===== src/inc/mfr_regs.vh =====
// Functional notes
// [RULE1] Four-bit torque current limit code maps to sixteen ampere steps, 0.125 to 8 A.
// [RULE2] Comparator lock current threshold uses the same sixteen-step ampere table.
// [RULE3] Converter-sampled lock current threshold uses the same ampere table.
// [RULE4] Memory fault latches when its bit is 0, only reports when 1; code ignores MFR_C1_NVM, sticky status and indicator either way.
// [RULE5] Lock current codes 0-2 latch, assert indicator, then tristate, low or high brake.
// [RULE6] Codes 3-5 auto-retry after retry time; past the limit, latch with that action.
// [RULE7] Code 6 only reports with indicator asserted; code 7 disables the detection.
// [RULE8] Motor lock response uses the same eight-code encoding from its own field.
// [RULE9] Comparator lock response uses the same eight-code encoding from its own field.
// [RULE10] Sampled lock detection deglitched by a code: none, or 0.1 to 1000 ms.
// [RULE11] Retry wait chosen by code: 300 ms, 500 ms, then 1 to 14 s.
// [RULE12] Checksum error latches and tristates when bit is 0, only reports when 1.
// [RULE13] Position-detect faults and loop saturation reported only when enabled.
// [RULE14] Retry limit code: 0 unlimited, else 2, 3, 5, 7, 10, 15, 20 attempts.
// [RULE15] Overspeed, bad back-EMF and absent motor checks run only when enabled.
// [RULE16] Overspeed threshold 130 to 200 percent of maximum speed in 10 percent steps.
// [RULE17] Back-EMF threshold 40 to 70 percent with the odd 67.5 step.
// [RULE18] Absent motor current threshold from eight steps, 0.0375 to 1.0 A.
// [RULE19] Bus faults trip at threshold, clear past threshold by 0.5, 1, 2 or 3 V.
// [RULE20] Minimum bus voltage code: 0 no limit, else 6 to 18 V.
// [RULE21] Bus faults latch when recovery bit is 0, self-clear when 1.
// [RULE22] Maximum bus voltage code: 0 no limit, else 18 to 34 V.
// [RULE23] Latched faults hold output state until clear; retry count resets on good clear.
`ifndef MFR_REGS_VH
`define MFR_REGS_VH

// Register offsets
`define MFR_OFS_CFG1 8'h90
`define MFR_OFS_CFG2 8'h92
`define MFR_OFS_STAT 8'h94
`define MFR_RST_CFG 32'h00000000

// First settings word
`define MFR_C1_ILIM 30:27
`define MFR_C1_CMP_THR 26:23
`define MFR_C1_ADC_THR 22:19
`define MFR_C1_NVM 18
`define MFR_C1_ADC_MODE 17:15
`define MFR_C1_DEG 14:11
`define MFR_C1_RETRY 10:7
`define MFR_C1_CRC 6
`define MFR_C1_STALL 5:3
`define MFR_C1_IPD_TO 2
`define MFR_C1_IPD_FQ 1
`define MFR_C1_SAT 0

// Second settings word
`define MFR_C2_OVS_EN 30
`define MFR_C2_BEMF_EN 29
`define MFR_C2_ABS_EN 28
`define MFR_C2_OVS 27:25
`define MFR_C2_BEMF 24:22
`define MFR_C2_ABS 21:19
`define MFR_C2_CMP_MODE 18:16
`define MFR_C2_CMP_DEG 15:13
`define MFR_C2_HYS 12:11
`define MFR_C2_UV 10:8
`define MFR_C2_UV_AUTO 7
`define MFR_C2_OV 6:4
`define MFR_C2_OV_AUTO 3
`define MFR_C2_LIMIT 2:0

// Status word, clear strobe in bit 0 on write
`define MFR_ST_CLR 0

// Timing: base tick for deglitch and retry
`define MFR_CLK_NS 10
`define MFR_TICK_NS 100000
`define MFR_TICK_CYC (`MFR_TICK_NS / `MFR_CLK_NS)

`endif


===== src/mfr_fault_cfg.v =====
// Strobed register access was decided locally.
`timescale 1ns/1ns
`include "mfr_regs.vh"

////////////////////////////////////////////////////////////////////////
// One lock-type fault source with latch, retry, report, disable handling
module mfr_resp (
	input wire clk,
	input wire rst_n,
	input wire tick,
	input wire [2:0] mode,
	input wire det,
	input wire [17:0] retry_ticks,
	input wire [4:0] limit,
	input wire clr,
	output reg fault_q,
	output reg [1:0] act_q
);
	localparam S_IDLE = 2'd0;
	localparam S_WAIT = 2'd1;
	localparam S_LATCH = 2'd2;

	reg [1:0] st_q;
	reg [17:0] tmr_q;
	reg [4:0] cnt_q;
	wire [1:0] act_sel;
	wire retry_due;

	// Action code: 1 tristate, 2 low brake, 3 high brake
	assign act_sel = (mode < 3'd3) ? mode[1:0] + 2'd1 : mode[1:0] + 2'd2;
	assign retry_due = ({tmr_q} + 18'd1) >= retry_ticks;

	always @(posedge clk) begin
		if (!rst_n) begin
			st_q <= S_IDLE;
			tmr_q <= 18'd0;
			cnt_q <= 5'd0;
			fault_q <= 1'b0;
			act_q <= 2'd0;
		end else begin
			case (st_q)
			S_IDLE: begin
				// [RULE7] report only or disabled
				if (det && mode == 3'd6) begin
					fault_q <= 1'b1;
				end else if (det && mode < 3'd3) begin
					// [RULE5] latch with chosen action
					st_q <= S_LATCH;
					fault_q <= 1'b1;
					act_q <= act_sel;
				end else if (det && mode != 3'd7) begin
					fault_q <= 1'b1;
					act_q <= act_sel;
					tmr_q <= 18'd0;
					// [RULE6] retry until limit exceeded
					if (limit != 5'd0 && cnt_q >= limit) begin
						st_q <= S_LATCH;
					end else begin
						st_q <= S_WAIT;
					end
				end else begin
					if (clr) begin
						fault_q <= 1'b0;
					end
					// [RULE23] clean run for a retry period resets count
					if (tick && cnt_q != 5'd0) begin
						if (retry_due) begin
							cnt_q <= 5'd0;
							tmr_q <= 18'd0;
						end else begin
							tmr_q <= tmr_q + 18'd1;
						end
					end
				end
			end
			S_WAIT: begin
				// [RULE11] hold action for the retry wait
				if (tick) begin
					if (retry_due) begin
						st_q <= S_IDLE;
						fault_q <= 1'b0;
						act_q <= 2'd0;
						tmr_q <= 18'd0;
						if (cnt_q != 5'd31) begin
							cnt_q <= cnt_q + 5'd1;
						end
					end else begin
						tmr_q <= tmr_q + 18'd1;
					end
				end
			end
			S_LATCH: begin
				// [RULE23] held until clear; a live detection wins
				if (clr && !det) begin
					st_q <= S_IDLE;
					fault_q <= 1'b0;
					act_q <= 2'd0;
					cnt_q <= 5'd0;
					tmr_q <= 18'd0;
				end
			end
			default: begin
				st_q <= S_IDLE;
			end
			endcase
		end
	end
endmodule

////////////////////////////////////////////////////////////////////////
// Fault settings bank and response engine
module mfr_fault_cfg #(
	parameter TICK_CYC = `MFR_TICK_CYC
) (
	input wire clk,
	input wire rst_n,
	input wire [7:0] addr,
	input wire [31:0] wdata,
	input wire wr,
	input wire rd,
	output reg [31:0] rdata,
	input wire [12:0] phase_ma,
	input wire cmp_lock_trip,
	input wire overspeed_det,
	input wire bad_backemf_det,
	input wire absent_motor_det,
	input wire nvm_err,
	input wire crc_err,
	input wire ipd_timeout_det,
	input wire ipd_freq_det,
	input wire loop_sat_det,
	input wire [8:0] bus_dv,
	output reg fault_indicator_pin_n,
	output reg [1:0] drive_state,
	output reg [12:0] torque_ilimit_ma,
	output reg [12:0] comparator_lock_current_thr,
	output reg [7:0] overspeed_threshold,
	output reg [7:0] bad_backemf_threshold,
	output reg [13:0] absent_motor_current_thr
);
	reg [31:0] cfg1_q;
	reg [31:0] cfg2_q;
	reg [13:0] div_q;
	reg tick_q;
	reg [13:0] deg_q;
	reg [9:0] st_q;
	reg uv_q;
	reg ov_q;
	wire clr;
	wire adc_raw;
	wire adc_det;
	wire stall_det;
	wire [13:0] deg_lim;
	wire [17:0] retry_ticks;
	wire [4:0] limit;
	wire [12:0] adc_thr;
	wire [8:0] uv_thr;
	wire [8:0] ov_thr;
	wire [8:0] hys;
	wire adc_f;
	wire cmp_f;
	wire stall_f;
	wire [1:0] adc_a;
	wire [1:0] cmp_a;
	wire [1:0] stall_a;

	// [RULE1] ampere table in milliamps
	function [12:0] amp_ma;
		input [3:0] c;
		begin
			if (c < 4'd3) begin
				amp_ma = 13'd125 << c;
			end else if (c < 4'd14) begin
				amp_ma = 13'd500 * {9'd0, c - 4'd1};
			end else begin
				amp_ma = (c == 4'he) ? 13'd7000 : 13'd8000;
			end
		end
	endfunction

	// Deglitch length in 0.1 ms ticks
	function [13:0] deg_ticks;
		input [3:0] c;
		begin
			case (c)
			4'h0: deg_ticks = 14'd0;
			4'h1: deg_ticks = 14'd1;
			4'h2: deg_ticks = 14'd2;
			4'h3: deg_ticks = 14'd5;
			4'h4: deg_ticks = 14'd10;
			4'h5: deg_ticks = 14'd25;
			4'h6: deg_ticks = 14'd50;
			4'h7: deg_ticks = 14'd75;
			4'h8: deg_ticks = 14'd100;
			4'h9: deg_ticks = 14'd250;
			4'ha: deg_ticks = 14'd500;
			4'hb: deg_ticks = 14'd750;
			4'hc: deg_ticks = 14'd1000;
			4'hd: deg_ticks = 14'd2000;
			4'he: deg_ticks = 14'd5000;
			default: deg_ticks = 14'd10000;
			endcase
		end
	endfunction

	// Retry wait in 0.1 ms ticks
	function [17:0] rty_ticks;
		input [3:0] c;
		begin
			if (c == 4'h0) begin
				rty_ticks = 18'd3000;
			end else if (c == 4'h1) begin
				rty_ticks = 18'd5000;
			end else begin
				rty_ticks = 18'd10000 * {14'd0, c - 4'd1};
			end
		end
	endfunction

	function [4:0] tries;
		input [2:0] c;
		begin
			case (c)
			3'd0: tries = 5'd0;
			3'd1: tries = 5'd2;
			3'd2: tries = 5'd3;
			3'd3: tries = 5'd5;
			3'd4: tries = 5'd7;
			3'd5: tries = 5'd10;
			3'd6: tries = 5'd15;
			default: tries = 5'd20;
			endcase
		end
	endfunction

	// Bus limits in 0.1 V; zero means no limit
	function [8:0] uv_dv;
		input [2:0] c;
		begin
			case (c)
			3'd0: uv_dv = 9'd0;
			3'd1: uv_dv = 9'd60;
			3'd2: uv_dv = 9'd70;
			3'd3: uv_dv = 9'd80;
			3'd4: uv_dv = 9'd100;
			3'd5: uv_dv = 9'd140;
			3'd6: uv_dv = 9'd160;
			default: uv_dv = 9'd180;
			endcase
		end
	endfunction

	function [8:0] ov_dv;
		input [2:0] c;
		begin
			case (c)
			3'd0: ov_dv = 9'd0;
			3'd1: ov_dv = 9'd180;
			3'd2: ov_dv = 9'd200;
			3'd3: ov_dv = 9'd220;
			3'd4: ov_dv = 9'd280;
			3'd5: ov_dv = 9'd300;
			3'd6: ov_dv = 9'd320;
			default: ov_dv = 9'd340;
			endcase
		end
	endfunction

	////////////////////////////////////////////////////////////////////
	// Register port
	assign clr = wr && addr == `MFR_OFS_STAT && wdata[`MFR_ST_CLR];

	always @(posedge clk) begin
		if (!rst_n) begin
			cfg1_q <= `MFR_RST_CFG;
			cfg2_q <= `MFR_RST_CFG;
			rdata <= 32'h00000000;
		end else begin
			// Top bit is a read-only parity slot, kept zero
			if (wr && addr == `MFR_OFS_CFG1) begin
				cfg1_q <= {1'b0, wdata[30:0]};
			end
			if (wr && addr == `MFR_OFS_CFG2) begin
				cfg2_q <= {1'b0, wdata[30:0]};
			end
			case (addr)
			`MFR_OFS_CFG1: rdata <= rd ? cfg1_q : 32'h00000000;
			`MFR_OFS_CFG2: rdata <= rd ? cfg2_q : 32'h00000000;
			`MFR_OFS_STAT: rdata <= rd ? {20'h00000, drive_state, st_q} : 32'h00000000;
			default: rdata <= 32'h00000000;
			endcase
		end
	end

	////////////////////////////////////////////////////////////////////
	// 0.1 ms tick for all slow timing
	always @(posedge clk) begin
		if (!rst_n) begin
			div_q <= 14'd0;
			tick_q <= 1'b0;
		end else if (div_q >= TICK_CYC[13:0] - 14'd1) begin
			div_q <= 14'd0;
			tick_q <= 1'b1;
		end else begin
			div_q <= div_q + 14'd1;
			tick_q <= 1'b0;
		end
	end

	////////////////////////////////////////////////////////////////////
	// Thresholds handed to the detectors
	// [RULE3] sampled lock threshold
	assign adc_thr = amp_ma(cfg1_q[`MFR_C1_ADC_THR]);
	assign adc_raw = phase_ma >= adc_thr;
	assign deg_lim = deg_ticks(cfg1_q[`MFR_C1_DEG]);

	always @(posedge clk) begin
		if (!rst_n) begin
			torque_ilimit_ma <= 13'd0;
			comparator_lock_current_thr <= 13'd0;
			overspeed_threshold <= 8'd0;
			bad_backemf_threshold <= 8'd0;
			absent_motor_current_thr <= 14'd0;
		end else begin
			// [RULE1] torque limit
			torque_ilimit_ma <= amp_ma(cfg1_q[`MFR_C1_ILIM]);
			// [RULE2] comparator threshold
			comparator_lock_current_thr <= amp_ma(cfg1_q[`MFR_C1_CMP_THR]);
			// [RULE16] percent of maximum speed
			overspeed_threshold <= 8'd130 + 8'd10 * {5'd0, cfg2_q[`MFR_C2_OVS]};
			// [RULE17] half-percent units; 67.5 is the odd step
			case (cfg2_q[`MFR_C2_BEMF])
			3'd6: bad_backemf_threshold <= 8'd135;
			3'd7: bad_backemf_threshold <= 8'd140;
			default: bad_backemf_threshold <= 8'd80 + 8'd10 * {5'd0, cfg2_q[`MFR_C2_BEMF]};
			endcase
			// [RULE18] units of 0.1 mA
			case (cfg2_q[`MFR_C2_ABS])
			3'd0: absent_motor_current_thr <= 14'd375;
			3'd1: absent_motor_current_thr <= 14'd750;
			3'd2: absent_motor_current_thr <= 14'd1000;
			3'd3: absent_motor_current_thr <= 14'd1250;
			3'd4: absent_motor_current_thr <= 14'd2500;
			3'd5: absent_motor_current_thr <= 14'd5000;
			3'd6: absent_motor_current_thr <= 14'd7500;
			default: absent_motor_current_thr <= 14'd10000;
			endcase
		end
	end

	////////////////////////////////////////////////////////////////////
	// [RULE10] deglitch the sampled lock, counts in ticks
	always @(posedge clk) begin
		if (!rst_n || !adc_raw) begin
			deg_q <= 14'd0;
		end else if (tick_q && deg_q < deg_lim) begin
			deg_q <= deg_q + 14'd1;
		end
	end
	assign adc_det = adc_raw && deg_q >= deg_lim;

	// [RULE15] lock checks gated by their enables
	assign stall_det = (overspeed_det && cfg2_q[`MFR_C2_OVS_EN])
		|| (bad_backemf_det && cfg2_q[`MFR_C2_BEMF_EN])
		|| (absent_motor_det && cfg2_q[`MFR_C2_ABS_EN]);

	// [RULE11] retry wait
	assign retry_ticks = rty_ticks(cfg1_q[`MFR_C1_RETRY]);
	// [RULE14] retry limit
	assign limit = tries(cfg2_q[`MFR_C2_LIMIT]);

	mfr_resp u_adc (
		.clk(clk),
		.rst_n(rst_n),
		.tick(tick_q),
		.mode(cfg1_q[`MFR_C1_ADC_MODE]),
		.det(adc_det),
		.retry_ticks(retry_ticks),
		.limit(limit),
		.clr(clr),
		.fault_q(adc_f),
		.act_q(adc_a)
	);

	// [RULE9] comparator lock response; no deglitch applied here
	mfr_resp u_cmp (
		.clk(clk),
		.rst_n(rst_n),
		.tick(tick_q),
		.mode(cfg2_q[`MFR_C2_CMP_MODE]),
		.det(cmp_lock_trip),
		.retry_ticks(retry_ticks),
		.limit(limit),
		.clr(clr),
		.fault_q(cmp_f),
		.act_q(cmp_a)
	);

	// [RULE8] motor lock response
	mfr_resp u_stall (
		.clk(clk),
		.rst_n(rst_n),
		.tick(tick_q),
		.mode(cfg1_q[`MFR_C1_STALL]),
		.det(stall_det),
		.retry_ticks(retry_ticks),
		.limit(limit),
		.clr(clr),
		.fault_q(stall_f),
		.act_q(stall_a)
	);

	////////////////////////////////////////////////////////////////////
	// Bus voltage window
	assign uv_thr = uv_dv(cfg2_q[`MFR_C2_UV]);
	assign ov_thr = ov_dv(cfg2_q[`MFR_C2_OV]);
	// [RULE19] hysteresis in 0.1 V
	assign hys = (cfg2_q[`MFR_C2_HYS] == 2'd0) ? 9'd5 : 9'd10 * {7'd0, cfg2_q[`MFR_C2_HYS]}
		+ ((cfg2_q[`MFR_C2_HYS] == 2'd3) ? 9'd0 : 9'd0);

	always @(posedge clk) begin
		if (!rst_n) begin
			uv_q <= 1'b0;
			ov_q <= 1'b0;
		end else begin
			// [RULE20] trip below minimum
			if (uv_thr != 9'd0 && bus_dv < uv_thr) begin
				uv_q <= 1'b1;
			// [RULE21] self-clear or wait for software
			end else if ((cfg2_q[`MFR_C2_UV_AUTO] || clr)
				&& ({1'b0, bus_dv} >= {1'b0, uv_thr} + {1'b0, hys} || uv_thr == 9'd0)) begin
				uv_q <= 1'b0;
			end
			// [RULE22] trip above maximum
			if (ov_thr != 9'd0 && bus_dv > ov_thr) begin
				ov_q <= 1'b1;
			end else if ((cfg2_q[`MFR_C2_OV_AUTO] || clr)
				&& ({1'b0, bus_dv} + {1'b0, hys} <= {1'b0, ov_thr} || ov_thr == 9'd0)) begin
				ov_q <= 1'b0;
			end
		end
	end

	////////////////////////////////////////////////////////////////////
	// Sticky status; an event in the clear cycle wins
	always @(posedge clk) begin
		if (!rst_n) begin
			st_q <= 10'd0;
		end else begin
			st_q[2:0] <= {stall_f, cmp_f, adc_f};
			// [RULE4] latched or report only, both sticky
			st_q[3] <= nvm_err || (st_q[3] && !clr);
			// [RULE12] checksum error
			st_q[4] <= crc_err || (st_q[4] && !clr);
			// [RULE13] gated diagnostics
			st_q[5] <= (ipd_timeout_det && cfg1_q[`MFR_C1_IPD_TO]) || (st_q[5] && !clr);
			st_q[6] <= (ipd_freq_det && cfg1_q[`MFR_C1_IPD_FQ]) || (st_q[6] && !clr);
			st_q[7] <= (loop_sat_det && cfg1_q[`MFR_C1_SAT]) || (st_q[7] && !clr);
			st_q[9:8] <= {ov_q, uv_q};
		end
	end

	////////////////////////////////////////////////////////////////////
	// Output state and indicator; tristate is the safest and wins
	always @(posedge clk) begin
		if (!rst_n) begin
			drive_state <= 2'd0;
			fault_indicator_pin_n <= 1'b1;
		end else begin
			// [RULE12] latched checksum fault tristates
			if (adc_a == 2'd1 || cmp_a == 2'd1 || stall_a == 2'd1
				|| (st_q[4] && !cfg1_q[`MFR_C1_CRC])) begin
				drive_state <= 2'd1;
			end else if (adc_a == 2'd2 || cmp_a == 2'd2 || stall_a == 2'd2) begin
				drive_state <= 2'd2;
			end else if (adc_a == 2'd3 || cmp_a == 2'd3 || stall_a == 2'd3) begin
				drive_state <= 2'd3;
			end else begin
				drive_state <= 2'd0;
			end
			// [RULE5] indicator on any active fault except saturation
			fault_indicator_pin_n <= !(|st_q[6:0] || |st_q[9:8]);
		end
	end
endmodule


===== config.mk =====
export PLATFORM = sky130hd
export DESIGN_NAME = mfr_fault_cfg
export DESIGN_NICKNAME = d
export VERILOG_FILES = /design/src/mfr_fault_cfg.v
export VERILOG_INCLUDE_DIRS = /design/src /design/src/inc
export SDC_FILE = /design/constraint.sdc
export NUM_CORES = 1
export LEC_CHECK = 0
export BUFFER_PORTS_ARGS = -buffer_cell sky130_fd_sc_hd__buf_2
export CORE_MARGIN = 2
export CORE_UTILIZATION = 56
export CTS_BUF_LIST = sky130_fd_sc_hd__clkbuf_4 sky130_fd_sc_hd__clkbuf_8
export CTS_CLUSTER_SIZE = 16
export DETAILED_ROUTE_END_ITERATION = 16
export GPL_ROUTABILITY_DRIVEN = 1
export PLACE_DENSITY = 0.79
export SETUP_SLACK_MARGIN = 0.05
export SYNTH_ARGS = -nofsm -noshare
export SYNTH_HDL_FRONTEND = slang
export SYNTH_SLANG_ARGS = --single-unit

===== constraint.sdc =====
create_clock -name clk -period 6.35 [get_ports clk]
set_input_delay 0.9525 -clock clk [delete_from_list [all_inputs] [get_ports clk]]
set_output_delay 0.9525 -clock clk [all_outputs]
set_load 0.05 [all_outputs]

# Word-level counts from Yosys, hierarchy flattened
# Memories as Yosys holds them, arrays and structs flattened. A register that Yosys moved wholly into a read port is not among the register bits.
# Cells that the tools add are included.
# word_totals
reg_bits	278
mem_bits_ro	208
in_bits	75
out_inout_bits	91
wordCells	437
memories	1
# mem_list
memory	depth	width	read_ports	rd_clocked_by_memory_dff	wr	line	rtl
(name not given)	16	13	1	1	0	mfr_fault_cfg.v:185	case (c)
# op_classes
n_addsub	22
mul	7
order_cmp	23
eq_ne	93
n_shift	3
muxes	146
bitwise_logic	1
reduce_logical	109
# op_table
operator	count
18-bit 2-to-1 mux	23
18-bit case mux with 3 select lines	3
5-bit 2-to-1 mux	27
14-bit case mux with 7 select lines	1
31-bit case mux with 3 select lines	1
13-bit 2-to-1 mux	6
2-bit 2-to-1 mux	35
9-bit case mux with 7 select lines	1
31-bit 2-to-1 mux	2
8-bit case mux with 7 select lines	1
18-bit by 1-bit adder with 18-bit output (second input constant)	3
18-bit >= comparator	3
3-bit equality test (second input constant)	17
5-bit case mux with 3 select lines	3
1-bit logical AND	40
7-bit by 4-bit left shift with 13-bit output (first input constant)	3
2-bit case mux with 3 select lines	6
6-bit AND reduction	6
5-bit case mux with 7 select lines	1
7-bit by 4-bit multiplier with 11-bit output (first input constant)	3
11-bit 2-to-1 mux	3
2-bit by 1-bit inequality test with 1-bit output (second input constant)	15
10-bit AND reduction	3
5-bit AND reduction	6
54 further kinds	192

# Longest topological paths before layout
# Gate-level depths: netlist of the first run.
# depth
depth_word	11
depth_mapped	28
depth_no_buf	25

# Hierarchy
# From an unflattened synthesis of the first run, not the netlist that was laid out.
# unflattened
hier_cells	2326
area_unflattened_um2	19259.7
# by_module_without_submodules
mod	instances	cells_each	area_each_um2	seq_area_each_um2
mfr_fault_cfg	1	1407	11982.7	4103.9
mfr_resp at u_adc ...	2	294	2359.8	560.5
mfr_resp at u_stall	1	331	2557.5	560.5

# Worst setup path after synthesis of the first run
# No wires, ideal clock.
# synth_timing
kind	register to register
startpoint	register cfg1_q[19]
endpoint	register u_adc.cnt_q[2]
t_arrival_ns	5.795
t_required_ns	6.233
path_slack_ns	0.437
stages_incl_launch_ff	25
n_path_buf	1
period_less_slack_ns	5.913
path_cell_list	dfxtp_1 -> inv_1 -> ha_1 -> ha_1 -> inv_1 -> fa_1 -> inv_1 -> fa_1 -> inv_1 -> ha_1 -> a21oi_1 -> o21bai_1 -> a21oi_1 -> xnor2_1 -> o22a_1 -> ha_1 -> a21o_1 -> a211o_1 -> a2111oi_0 -> a21oi_1 -> nand2b_1 -> buf_2 -> o221ai_2 -> or3_1 -> a32o_1
# synth_via
elab_chain_cells	10
word_cells_on_any_way	21
# synth_rtl
element	line	rtl
from (decl)	mfr_fault_cfg.v:141	reg [31:0] cfg1_q;
from (signal assigned)	mfr_fault_cfg.v:275	cfg1_q <= `MFR_RST_CFG;
from (signal assigned)	mfr_fault_cfg.v:281	cfg1_q <= {1'b0, wdata[30:0]};
4-bit by 1-bit subtractor with 4-bit output / 4-bit equality test (equally long branches)	mfr_fault_cfg.v:174, mfr_fault_cfg.v:176	
7-bit by 4-bit multiplier with 11-bit output / 11-bit 2-to-1 mux (equally long branches)	mfr_fault_cfg.v:174, mfr_fault_cfg.v:176	
13-bit 2-to-1 mux	mfr_fault_cfg.v:173	end else if (c < 4'd14) begin
13-bit 2-to-1 mux (*)	mfr_fault_cfg.v:171	if (c < 4'd3) begin
13-bit >= comparator (*)	mfr_fault_cfg.v:314	assign adc_raw = phase_ma >= adc_thr;
1-bit logical AND (*)	mfr_fault_cfg.v:360	assign adc_det = adc_raw && deg_q >= deg_lim;
1-bit zero test	mfr_fault_cfg.v:94	if (clr && !det) begin
1-bit logical AND	mfr_fault_cfg.v:94	
2-bit by 1-bit inequality test with 1-bit output (no line)	-	
10-bit AND reduction (no line) (*)	-	
to (signal assigned)	mfr_fault_cfg.v:85	cnt_q <= cnt_q + 5'd1;
to (decl)	mfr_fault_cfg.v:25	reg [4:0] cnt_q;
# Mark *: on every way between the ends. The rest lies on a longest branch, timed or not.
# A chain may end at the register's enable or synchronous reset.

# Worst setup path after layout of the first run
# layout_timing
startpoint	register cfg1_q[19]
endpoint	register u_adc.tmr_q[0]
# layout_via
elab_chain_cells	11
word_cells_on_any_way	25
# layout_rtl
element	line	rtl
4-bit by 1-bit subtractor with 4-bit output / 4-bit equality test (equally long branches)	mfr_fault_cfg.v:174, mfr_fault_cfg.v:176	
7-bit by 4-bit multiplier with 11-bit output / 11-bit 2-to-1 mux (equally long branches)	mfr_fault_cfg.v:174, mfr_fault_cfg.v:176	
13-bit 2-to-1 mux	mfr_fault_cfg.v:173	
13-bit 2-to-1 mux (*)	mfr_fault_cfg.v:171	
13-bit >= comparator (*)	mfr_fault_cfg.v:314	
1-bit logical AND (*)	mfr_fault_cfg.v:360	
1-bit logical AND	mfr_fault_cfg.v:51	end else if (det && mode != 3'd7) begin
18-bit 2-to-1 mux	mfr_fault_cfg.v:51	
18-bit 2-to-1 mux	mfr_fault_cfg.v:46	end else if (det && mode < 3'd3) begin
18-bit 2-to-1 mux	mfr_fault_cfg.v:44	if (det && mode == 3'd6) begin
18-bit case mux with 3 select lines	mfr_fault_cfg.v:41	case (st_q)
to (signal assigned)	mfr_fault_cfg.v:71	tmr_q <= tmr_q + 18'd1;
to (signal assigned)	mfr_fault_cfg.v:88	tmr_q <= tmr_q + 18'd1;
to (decl)	mfr_fault_cfg.v:24	reg [17:0] tmr_q;
# Mark *: on every way between the ends. The rest lies on a longest branch, timed or not. The select of a mux whose other input is x is not followed.

==> results.cfg, run 1 <==
[timing]
setup_viol = 0
fin_crit_sh = 0.9553
fin_crit_ns = 6.066
maxSlewViolCount = 0
skew_ns = 0.04204
holdWs_ns = 0.4457
slew-limit-headroom = 0.2516
fmax_ghz = 0.1649
worstMarginPinSlew_ns = 1.120
final-hold-violation-count = 0

[route]
drtIter0Drc = 983
viasPerCell = 5.688
drt-pass1-iter-count = 5
drc_errors = 0
routed_wl_um = 46800
wl_per_cell_um = 16.51
vias = 16130
antenna_left = 0

[synth]
synth_mux_area_frac = 0.02083
avgSynthCellArea_um2 = 8.329
synth_xor_area_frac = 0.05861
synth_area_mm2 = 0.01838
synth_top_area_frac = 0.3148
synth_edf_count = 0
synth_top_family_by_area = adder cells
yosysMostFrequentCell = dfxtp_1
ys_top_cells_by_area = dfxtp_1 (31%), ha_1 (17%), nand2_1 (5.6%)
yosysWarnings = 0
yosysUniqueCellTypes = 80
synthFlopType = dfxtp_1
yosysSeqAreaShare = 0.3148
ys_seq_elements = 289
synthTopCellsByCount = dfxtp_1 (289), nand2_1 (272), ha_1 (246)
synthAdderAreaFrac = 0.1969
netlist_instances = 2207
yosysTopAreaCell = dfxtp_1
synth_compound_area_frac = 0.1656
synthSimpleGateAreaFrac = 0.1884
async_flop_share = 0

[placement]
dpl.cell_count = 2738
numPortBuffers = 162
dp_hpwl_um = 34020
gp_congestion = 0.9189

[clock_tree]
cts_sinks = 289
clock_latency_ns = 0.65
root_buffer = clkbuf_8
cts_tree = done
cts_htree_levels = 2
clk_path_buf_depth = 3
clk_pin_slew_worst_paths_ns = 0.07
hold_buffers = 0
numCtsBuffers = 50

[power_and_ir_drop]
vdd_drop_max_mv = 0.1747
leakage_nw = 9.039
power_density_mw_per_mm2 = 224.0

[finish]
area_growth_syn_to_layout_pct = 12.80
drive_gt1_frac = 0.1298
postLayoutCoreUtil = 0.6389
nets = 2698
finalNonFillerCells = 2835

[worst_setup_path]
cpMostUsedCell = inv_1
critical-path-max-stage-delay_ns = 0.66
worstPathMaxFanout = 23
critical_path_required_ns = 6.90
worst_path_max_delay_cell = fa_2
crit_arrival_ns = 6.62
endpoint_kind = register
cp_top_family = adder cells
startpoint_type = register
path_class = reg2reg
cp_num_buf_inv = 6

[global_routing]
grt_overflow = 0
grt_pass1_wl_um = 76670
grt_max_degree = 84
grt_usage = 0.2753
antenna_found_initial = 4
grt_pass1_vias = 15800

[floorplanning]
rows = 66
io_pins = 166
coreArea_mm2 = 0.03245
die_area_mm2 = 0.03429
die_h_um = 185.2
start_util = 0.5664
die-width_um = 185.2

[status]
status = finished clean

[flow_run]
maxCapViolations = 0

[min_path]
min_path_type = reg2reg
[layout by cell type, fill, tap and decap left out, types with 37 or more instances in the layout]
master | synthesis | routed
xnor2_1 | 68 | 68
nand2_1 | 272 | 272
nand3_1 | 63 | 63
ha_1 | 246 | 246
clkbuf_8 | 0 | 61
nor2_1 | 187 | 187
inv_1 | 161 | 160
a21oi_1 | 199 | 196
dfxtp_1 | 289 | 289
o21ai_0 | 51 | 51
and3_1 | 37 | 37
buf_2 | 9 | 161
xor2_1 | 55 | 55
[per-layer routing]
layer | routed length, um | vias to the layer above | GRT usage
li1 | - | 7927 | -
met1 | 20340 | 7573 | 0.3481
met2 | 21500 | 507 | 0.4523
met3 | 3225 | 119 | 0.05663
met4 | 1741 | 0 | 0.1254
met5 | 0 | - | 0
[power breakdown]
part	internal [mW]	switching [mW]
clock	1.09	0.812
combinational	0.307	0.537
sequential	1.86	0.0397
total	3.26	1.39
[layout make-up]
class                           count  area, um2
Timing Repair Buffer              188       1012
Antenna cell                        4      10.01
Tap cell                          442      553.0
Inverter                          161      606.8
Clock inverter                     15      170.2
Fill cell                        2709      11720
Clock buffer                       76      952.2
Sequential cell                   289       5786
Multi-Input combinational cell   1660      11640
[stage by stage]
step / setup TNS (ns) / power [mW] / instance area, um2 / setup slack [ns]
final: 0 / 4.644 / 20730 / 0.2840
after global routing: -0.09036 / 4.836 / 20730 / -0.04117
after CTS: 0 / 4.656 / 20690 / 0.1437
after detailed placement: 0 / 2.745 / 19540 / 0.01630
after global placement: 0 / 2.713 / 19540 / 0.3220
after floorplan: 0 / 2.550 / 18390 / 0.4371
[worst paths after layout]
kind	end	slack, ns	startpoint	depth (start not counted)
hold reg to reg	st_q[0]	0.45	u_adc.fault_q	2
setup reg to reg	u_adc.tmr_q[0]	0.28	cfg1_q[19]	25
hold / removal	st_q[0]	0.45	u_adc.fault_q	2
setup / recovery	u_adc.tmr_q[0]	0.28	cfg1_q[19]	25
[flip-flops by register name (all words and copies together), names as in the netlist, 14 cells and up]
register and flops:
absent_motor_current_thr 14, cfg1_q 31, cfg2_q 31, deg_q 14, div_q 14, rdata 31, u_adc.tmr_q 18, u_cmp.tmr_q 18
u_stall.tmr_q 18
[logic make-up after synthesis]
group | after synthesis
and+or+nand+nor | 738
buffers and inverters | 259
adders and majority gates | 273
xor gates and xnor gates | 123
DFF | 289
other | 2
AOI/OAI and AO/OA | 485
muxes | 38
[what timing repair did]
action	CTS	global route
gates resized for setup	2	8
endpoints found under the setup margin	16	25
setup buffers	2	0
[worst min-delay path, stage by stage (launching register included)]
cell,delay [ns]
dfxtp_1,0.31
nand2_1,0.06
inv_1,0.05
Note: power is estimated with default switching activity, not from simulation.
==> run 2, diff against run 1 <==
Settings changed: GPL_TIMING_DRIVEN set to 0.
==> results.cfg, run 2 (synthesis gave the netlist of run 1 again) <==
[placement]
numPortBuffers = 159
dpl.cell_count = 2809
gp_congestion = 0.9515
dp_hpwl_um = 37790
placed_cell_area_mm2 = 0.01973

[floorplanning]
die_h_um = 185.2
rows = 66
die_area_mm2 = 0.03429
die-width_um = 185.2
io_pins = 166
start_util = 0.5664
coreArea_mm2 = 0.03245

[clock_tree]
root_buffer = clkbuf_8
cts_htree_levels = 2
cts_tree = done
clk_pin_slew_worst_paths_ns = 0.07
cts_sinks = 289
clock_latency_ns = 0.62
numCtsBuffers = 48
hold_buffers = 0
clk_path_buf_depth = 3

[worst_setup_path]
endpoint_kind = register
critical-path-max-stage-delay_ns = 0.58
crit_start = cfg1_q[19]
rr_startpoint = cfg1_q[19]
worstPathMaxFanout = 10
r2r_slack_ns = 0.22
worst_path_max_delay_cell = fa_2
startpoint_type = register
path_class = reg2reg
critical_path_required_ns = 6.85
cpMostUsedCell = ha_1
crit_arrival_ns = 6.63

[power_and_ir_drop]
vdd_drop_max_mv = 0.1826
seqPwrFrac = 0.401
swShare = 0.3011
power_density_mw_per_mm2 = 224.2
p_sw_mw = 1.425
power.share.combinational = 0.191
p_int_mw = 3.308
power_mw = 4.733
clkPwrFrac = 0.407
leakage_nw = 9.137

[route]
drtIter0Drc = 1299
routed_wl_um = 50990
drc_errors = 0
antenna_left = 0
viasPerCell = 5.790
wl_per_cell_um = 17.51
vias = 16860
drt-pass1-iter-count = 6

[finish]
mostFrequentLayoutCell = dfxtp_1
final_cell_mix = dfxtp_1 (286), nand2_1 (272), ha_1 (246), a21oi_1 (194), nor2_1 (187)
reg_top3 = cfg1_q (31), cfg2_q (31), rdata (31)
n_fill_cell = 2654
postLayoutCoreUtil = 0.6505
area_growth_syn_to_layout_pct = 14.85
finalNonFillerCells = 2912
drive_gt1_frac = 0.1277
multi_input_area_mm2 = 0.01170
regArea_mm2 = 0.005792
nets = 2779
final_area_mm2 = 0.02111

[timing]
final-hold-violation-count = 0
skew_ns = 0.04989
rsz0062_at_grt = true
maxSlewViolCount = 0
worstMarginPinSlew_ns = 1.124
fmax_ghz = 0.1632
slew-limit-headroom = 0.2506
fin_crit_sh = 0.9647
fin_crit_ns = 6.126
setup_viol = 0

[min_path]
hp-start = cfg2_q[20]
min_path_type = reg2reg

[global_routing]
grt_overflow = 0
grt_pass1_wl_um = 80240
antenna_found_initial = 6
grt_max_degree = 14
grt_usage = 0.2912
grt_pass1_vias = 16180

[status]
status = finished clean

[flow_run]
maxCapViolations = 0
run 2: cell types whose count changed in the layout (fill, tap and decap cells not counted), sizes merged:
cell      delta
clkbuf      +68
buf          +8
bufinv       +2
clkinvlp     +3
clkinv       -2
inv          -2
run 2: routing by layer:
layer,vias to the layer above,track usage,share of wire
li1,8087,-,-
met4,4,0.1159,0.035
met1,7966,0.3785,0.43
met5,-,0,0.00059
met2,677,0.4770,0.46
met3,126,0.05505,0.078
run 2: final cells by class:
class                           instances  share of cell area
Antenna cell                            4           0.0004741
Multi-Input combinational cell       1660              0.5541
Sequential cell                       289              0.2743
Clock buffer                           69             0.04261
Inverter                              161             0.02880
Tap cell                              442             0.02620
Buffer                                 97             0.01962
Clock inverter                         16             0.01079
Timing Repair Buffer                  174             0.04303
run 2: worst max-delay path: cells and delay by family, from the launching register on:
| family | cells | cell delay (ns) |
|---|---|---|
| DFF | 1 | 0.41 |
| AOI/OAI and AO/OA | 10 | 2.06 |
| buffers and inverters | 6 | 0.72 |
| xor gates and xnor gates | 1 | 0.09 |
| and+or+nand+nor | 2 | 0.45 |
| adders and majority gates | 6 | 2.29 |
run 2: power groups by stage:
stage | sequential [mW] | combinational (mW) | clock (mW)
global placement | 1.94 | 0.816 | 0
floorplan | 1.97 | 0.584 | 0
detailed placement | 1.94 | 0.842 | 0
CTS | 1.90 | 0.864 | 1.94
global route | 1.90 | 0.975 | 2.02
finish | 1.90 | 0.906 | 1.93
run 2: worst paths after layout:
path,cells after the start,endpoint
setup / recovery,25,u_adc.tmr_q[1]
hold / removal,1,absent_motor_current_thr[0]
setup reg to reg,25,u_adc.tmr_q[1]
hold reg to reg,1,absent_motor_current_thr[0]
run 2: stage by stage:
step	setup WS [ns]	hold WS [ns]	TNS, ns
after floorplan	0.4371	0.4029	0
after global placement	-0.5062	0.4236	-15.99
after detailed placement	-0.7326	0.4386	-29.59
after CTS	0.06503	0.4435	0
after global routing	-0.07709	0.4755	-0.4650
final	0.2242	0.4441	0
run 2: timing repair:
action / 4_1_cts / 5_1_grt
resized for setup: 15 / 21
pin swaps: 2 / 4
buffers inserted: 3 / 12
setup endpoints to repair: 92 / 80
==> run 3, diff against run 2 <==
Settings changed: ABC_AREA set to 1, CORE_UTILIZATION 56 to 30, PLACE_DENSITY 0.79 to not set, REMOVE_ABC_BUFFERS set to 1.
==> results.cfg, run 3 <==
[status]
status = finished clean

[route]
antenna_left = 0
drt-pass1-iter-count = 5
wl_per_cell_um = 14.04
drc_errors = 0
viasPerCell = 4.639
drtIter0Drc = 1042
vias = 17260
routed_wl_um = 52240

[power_and_ir_drop]
vdd_drop_max_mv = 0.1471
power_density_mw_per_mm2 = 244.1
leakage_nw = 10.39
power_mw = 5.369

[timing]
fin_crit_sh = 0.9027
worstMarginPinSlew_ns = 1.449
final-hold-violation-count = 0
finalSetupTns_ns = 0
setup_viol = 0
rsz0062_at_grt = false
fmax_ghz = 0.1744
holdWs_ns = 0.4250
maxSlewViolCount = 0
slew-limit-headroom = 0.02852
fin_crit_ns = 5.732
setup_slack_ns = 0.6176
skew_ns = 0.03978

[global_routing]
grt_pass1_wl_um = 84530
grt_max_degree = 76
grt_usage = 0.1569
grt_pass1_vias = 16340
grt_overflow = 0
antenna_found_initial = 2

[worst_setup_path]
worstPathMaxFanout = 10
cpMostUsedCell = nand2_1
path_class = reg2reg
startpoint_type = register
cp_top_family = adder cells
critical-path-max-stage-delay_ns = 0.59
cp_num_buf_inv = 6
crit_arrival_ns = 6.29
endpoint_kind = register
worst_path_max_delay_cell = fa_2
critical_path_required_ns = 6.91

[synth]
yosysTopAreaCell = dfxtp_1
synthFlopType = dfxtp_1
synthTopCellsByCount = nand2_1 (517), inv_1 (404), dfxtp_1 (289)
ys_seq_elements = 289
synth_area_mm2 = 0.01909
yosysWarnings = 0
yosysMostFrequentCell = nand2_1
yosysUniqueCellTypes = 64
yosysSeqAreaShare = 0.3030
ys_top_cells_by_area = dfxtp_1 (30%), ha_1 (16%), nand2_1 (10%)
avgSynthCellArea_um2 = 7.160
synth_top_area_frac = 0.3030
synth_edf_count = 0
netlist_instances = 2667
async_flop_share = 0

[finish]
n_fill_cell = 6794
postLayoutCoreUtil = 0.3494
final_cell_mix = nand2_1 (511), inv_1 (401), dfxtp_1 (287), nor2_1 (286), a21oi_1 (248)
area_growth_syn_to_layout_pct = 15.21
nets = 3182
finalNonFillerCells = 3720
drive_gt1_frac = 0.1153
final_area_mm2 = 0.02200
mostFrequentLayoutCell = nand2_1
reg_top3 = cfg1_q (31), cfg2_q (31), rdata (31)

[placement]
numPortBuffers = 162
dpl.cell_count = 3616
gp_congestion = 0.8594
placed_cell_area_mm2 = 0.02079
dp_hpwl_um = 39590
post-place-ws_ns = -0.2064

[floorplanning]
coreArea_mm2 = 0.06297
die-width_um = 256.3
start_util = 0.3033
rows = 92
die_area_mm2 = 0.06568
die_h_um = 256.3
io_pins = 166

[clock_tree]
clk_pin_slew_worst_paths_ns = 0.06
cts_tree = done
root_buffer = clkbuf_8
clock_latency_ns = 0.63
clk_path_buf_depth = 3
cts_sinks = 289
numCtsBuffers = 49
hold_buffers = 0
cts_htree_levels = 2

[min_path]
min_path_type = reg2reg

[flow_run]
maxCapViolations = 0
==> run 3: area by class of cell <==
cell class,instances,area (um2),area share
inverter,414,1562,0.07098
antenna,2,5.005,0.0002275
tap,846,1059,0.04812
multi-input combinational,1902,11540,0.5244
clock buffer,75,950.9,0.04323
clock inverter,14,97.59,0.004436
sequential,289,5791,0.2632
timing repair buffer,178,998.5,0.04539
==> run 3: worst paths after layout <==
path / from / end / slack [ns] / cells past startpoint
min: u_stall.fault_q / st_q[2] / 0.42 / 2
min reg2reg: u_stall.fault_q / st_q[2] / 0.42 / 2
max: cfg1_q[20] / u_adc.cnt_q[3] / 0.62 / 35
max reg2reg: cfg1_q[20] / u_adc.cnt_q[3] / 0.62 / 35
==> run 3: cell families (layout without fill, tap and decap cells) <==
family,count (synthesis),in the layout,synth area share
flops,289,289,0.3030
buf+inv,478,681,0.09639
compound gates,470,470,0.1337
fa+ha+maj,273,273,0.1895
other cells,2,5,0.0003933
simple gates,1086,1087,0.2454
xor+xnor,69,69,0.03165
==> run 3: repair_timing <==
item                                    CTS  global route
gates cloned                              0             1
resized for setup                         6            12
buffers inserted                          0            12
endpoints found under the hold margin     0             0
pin swaps                                 0             3
endpoints found under the setup margin   27            78
==> run 3: power by group <==
part | internal (mW) | switching, mW
Sequential | 1.93 | 0.0992
Combinational | 0.491 | 1.04
Clock | 0.996 | 0.813
==> run 3: worst min-delay path, delay by kind of cell (launching register included) <==
| family | cells | cell delay [ns] |
|---|---|---|
| and+or+nand+nor | 1 | 0.04 |
| DFF | 1 | 0.30 |
| buffers and inverters | 1 | 0.04 |
==> run 3: per-layer routing <==
metal	track usage	part of all wire	up-vias
li1	-	-	8994
met1	0.2131	0.48	7852
met2	0.2521	0.44	347
met3	0.02966	0.056	63
met4	0.04532	0.019	0
met5	0	0	-
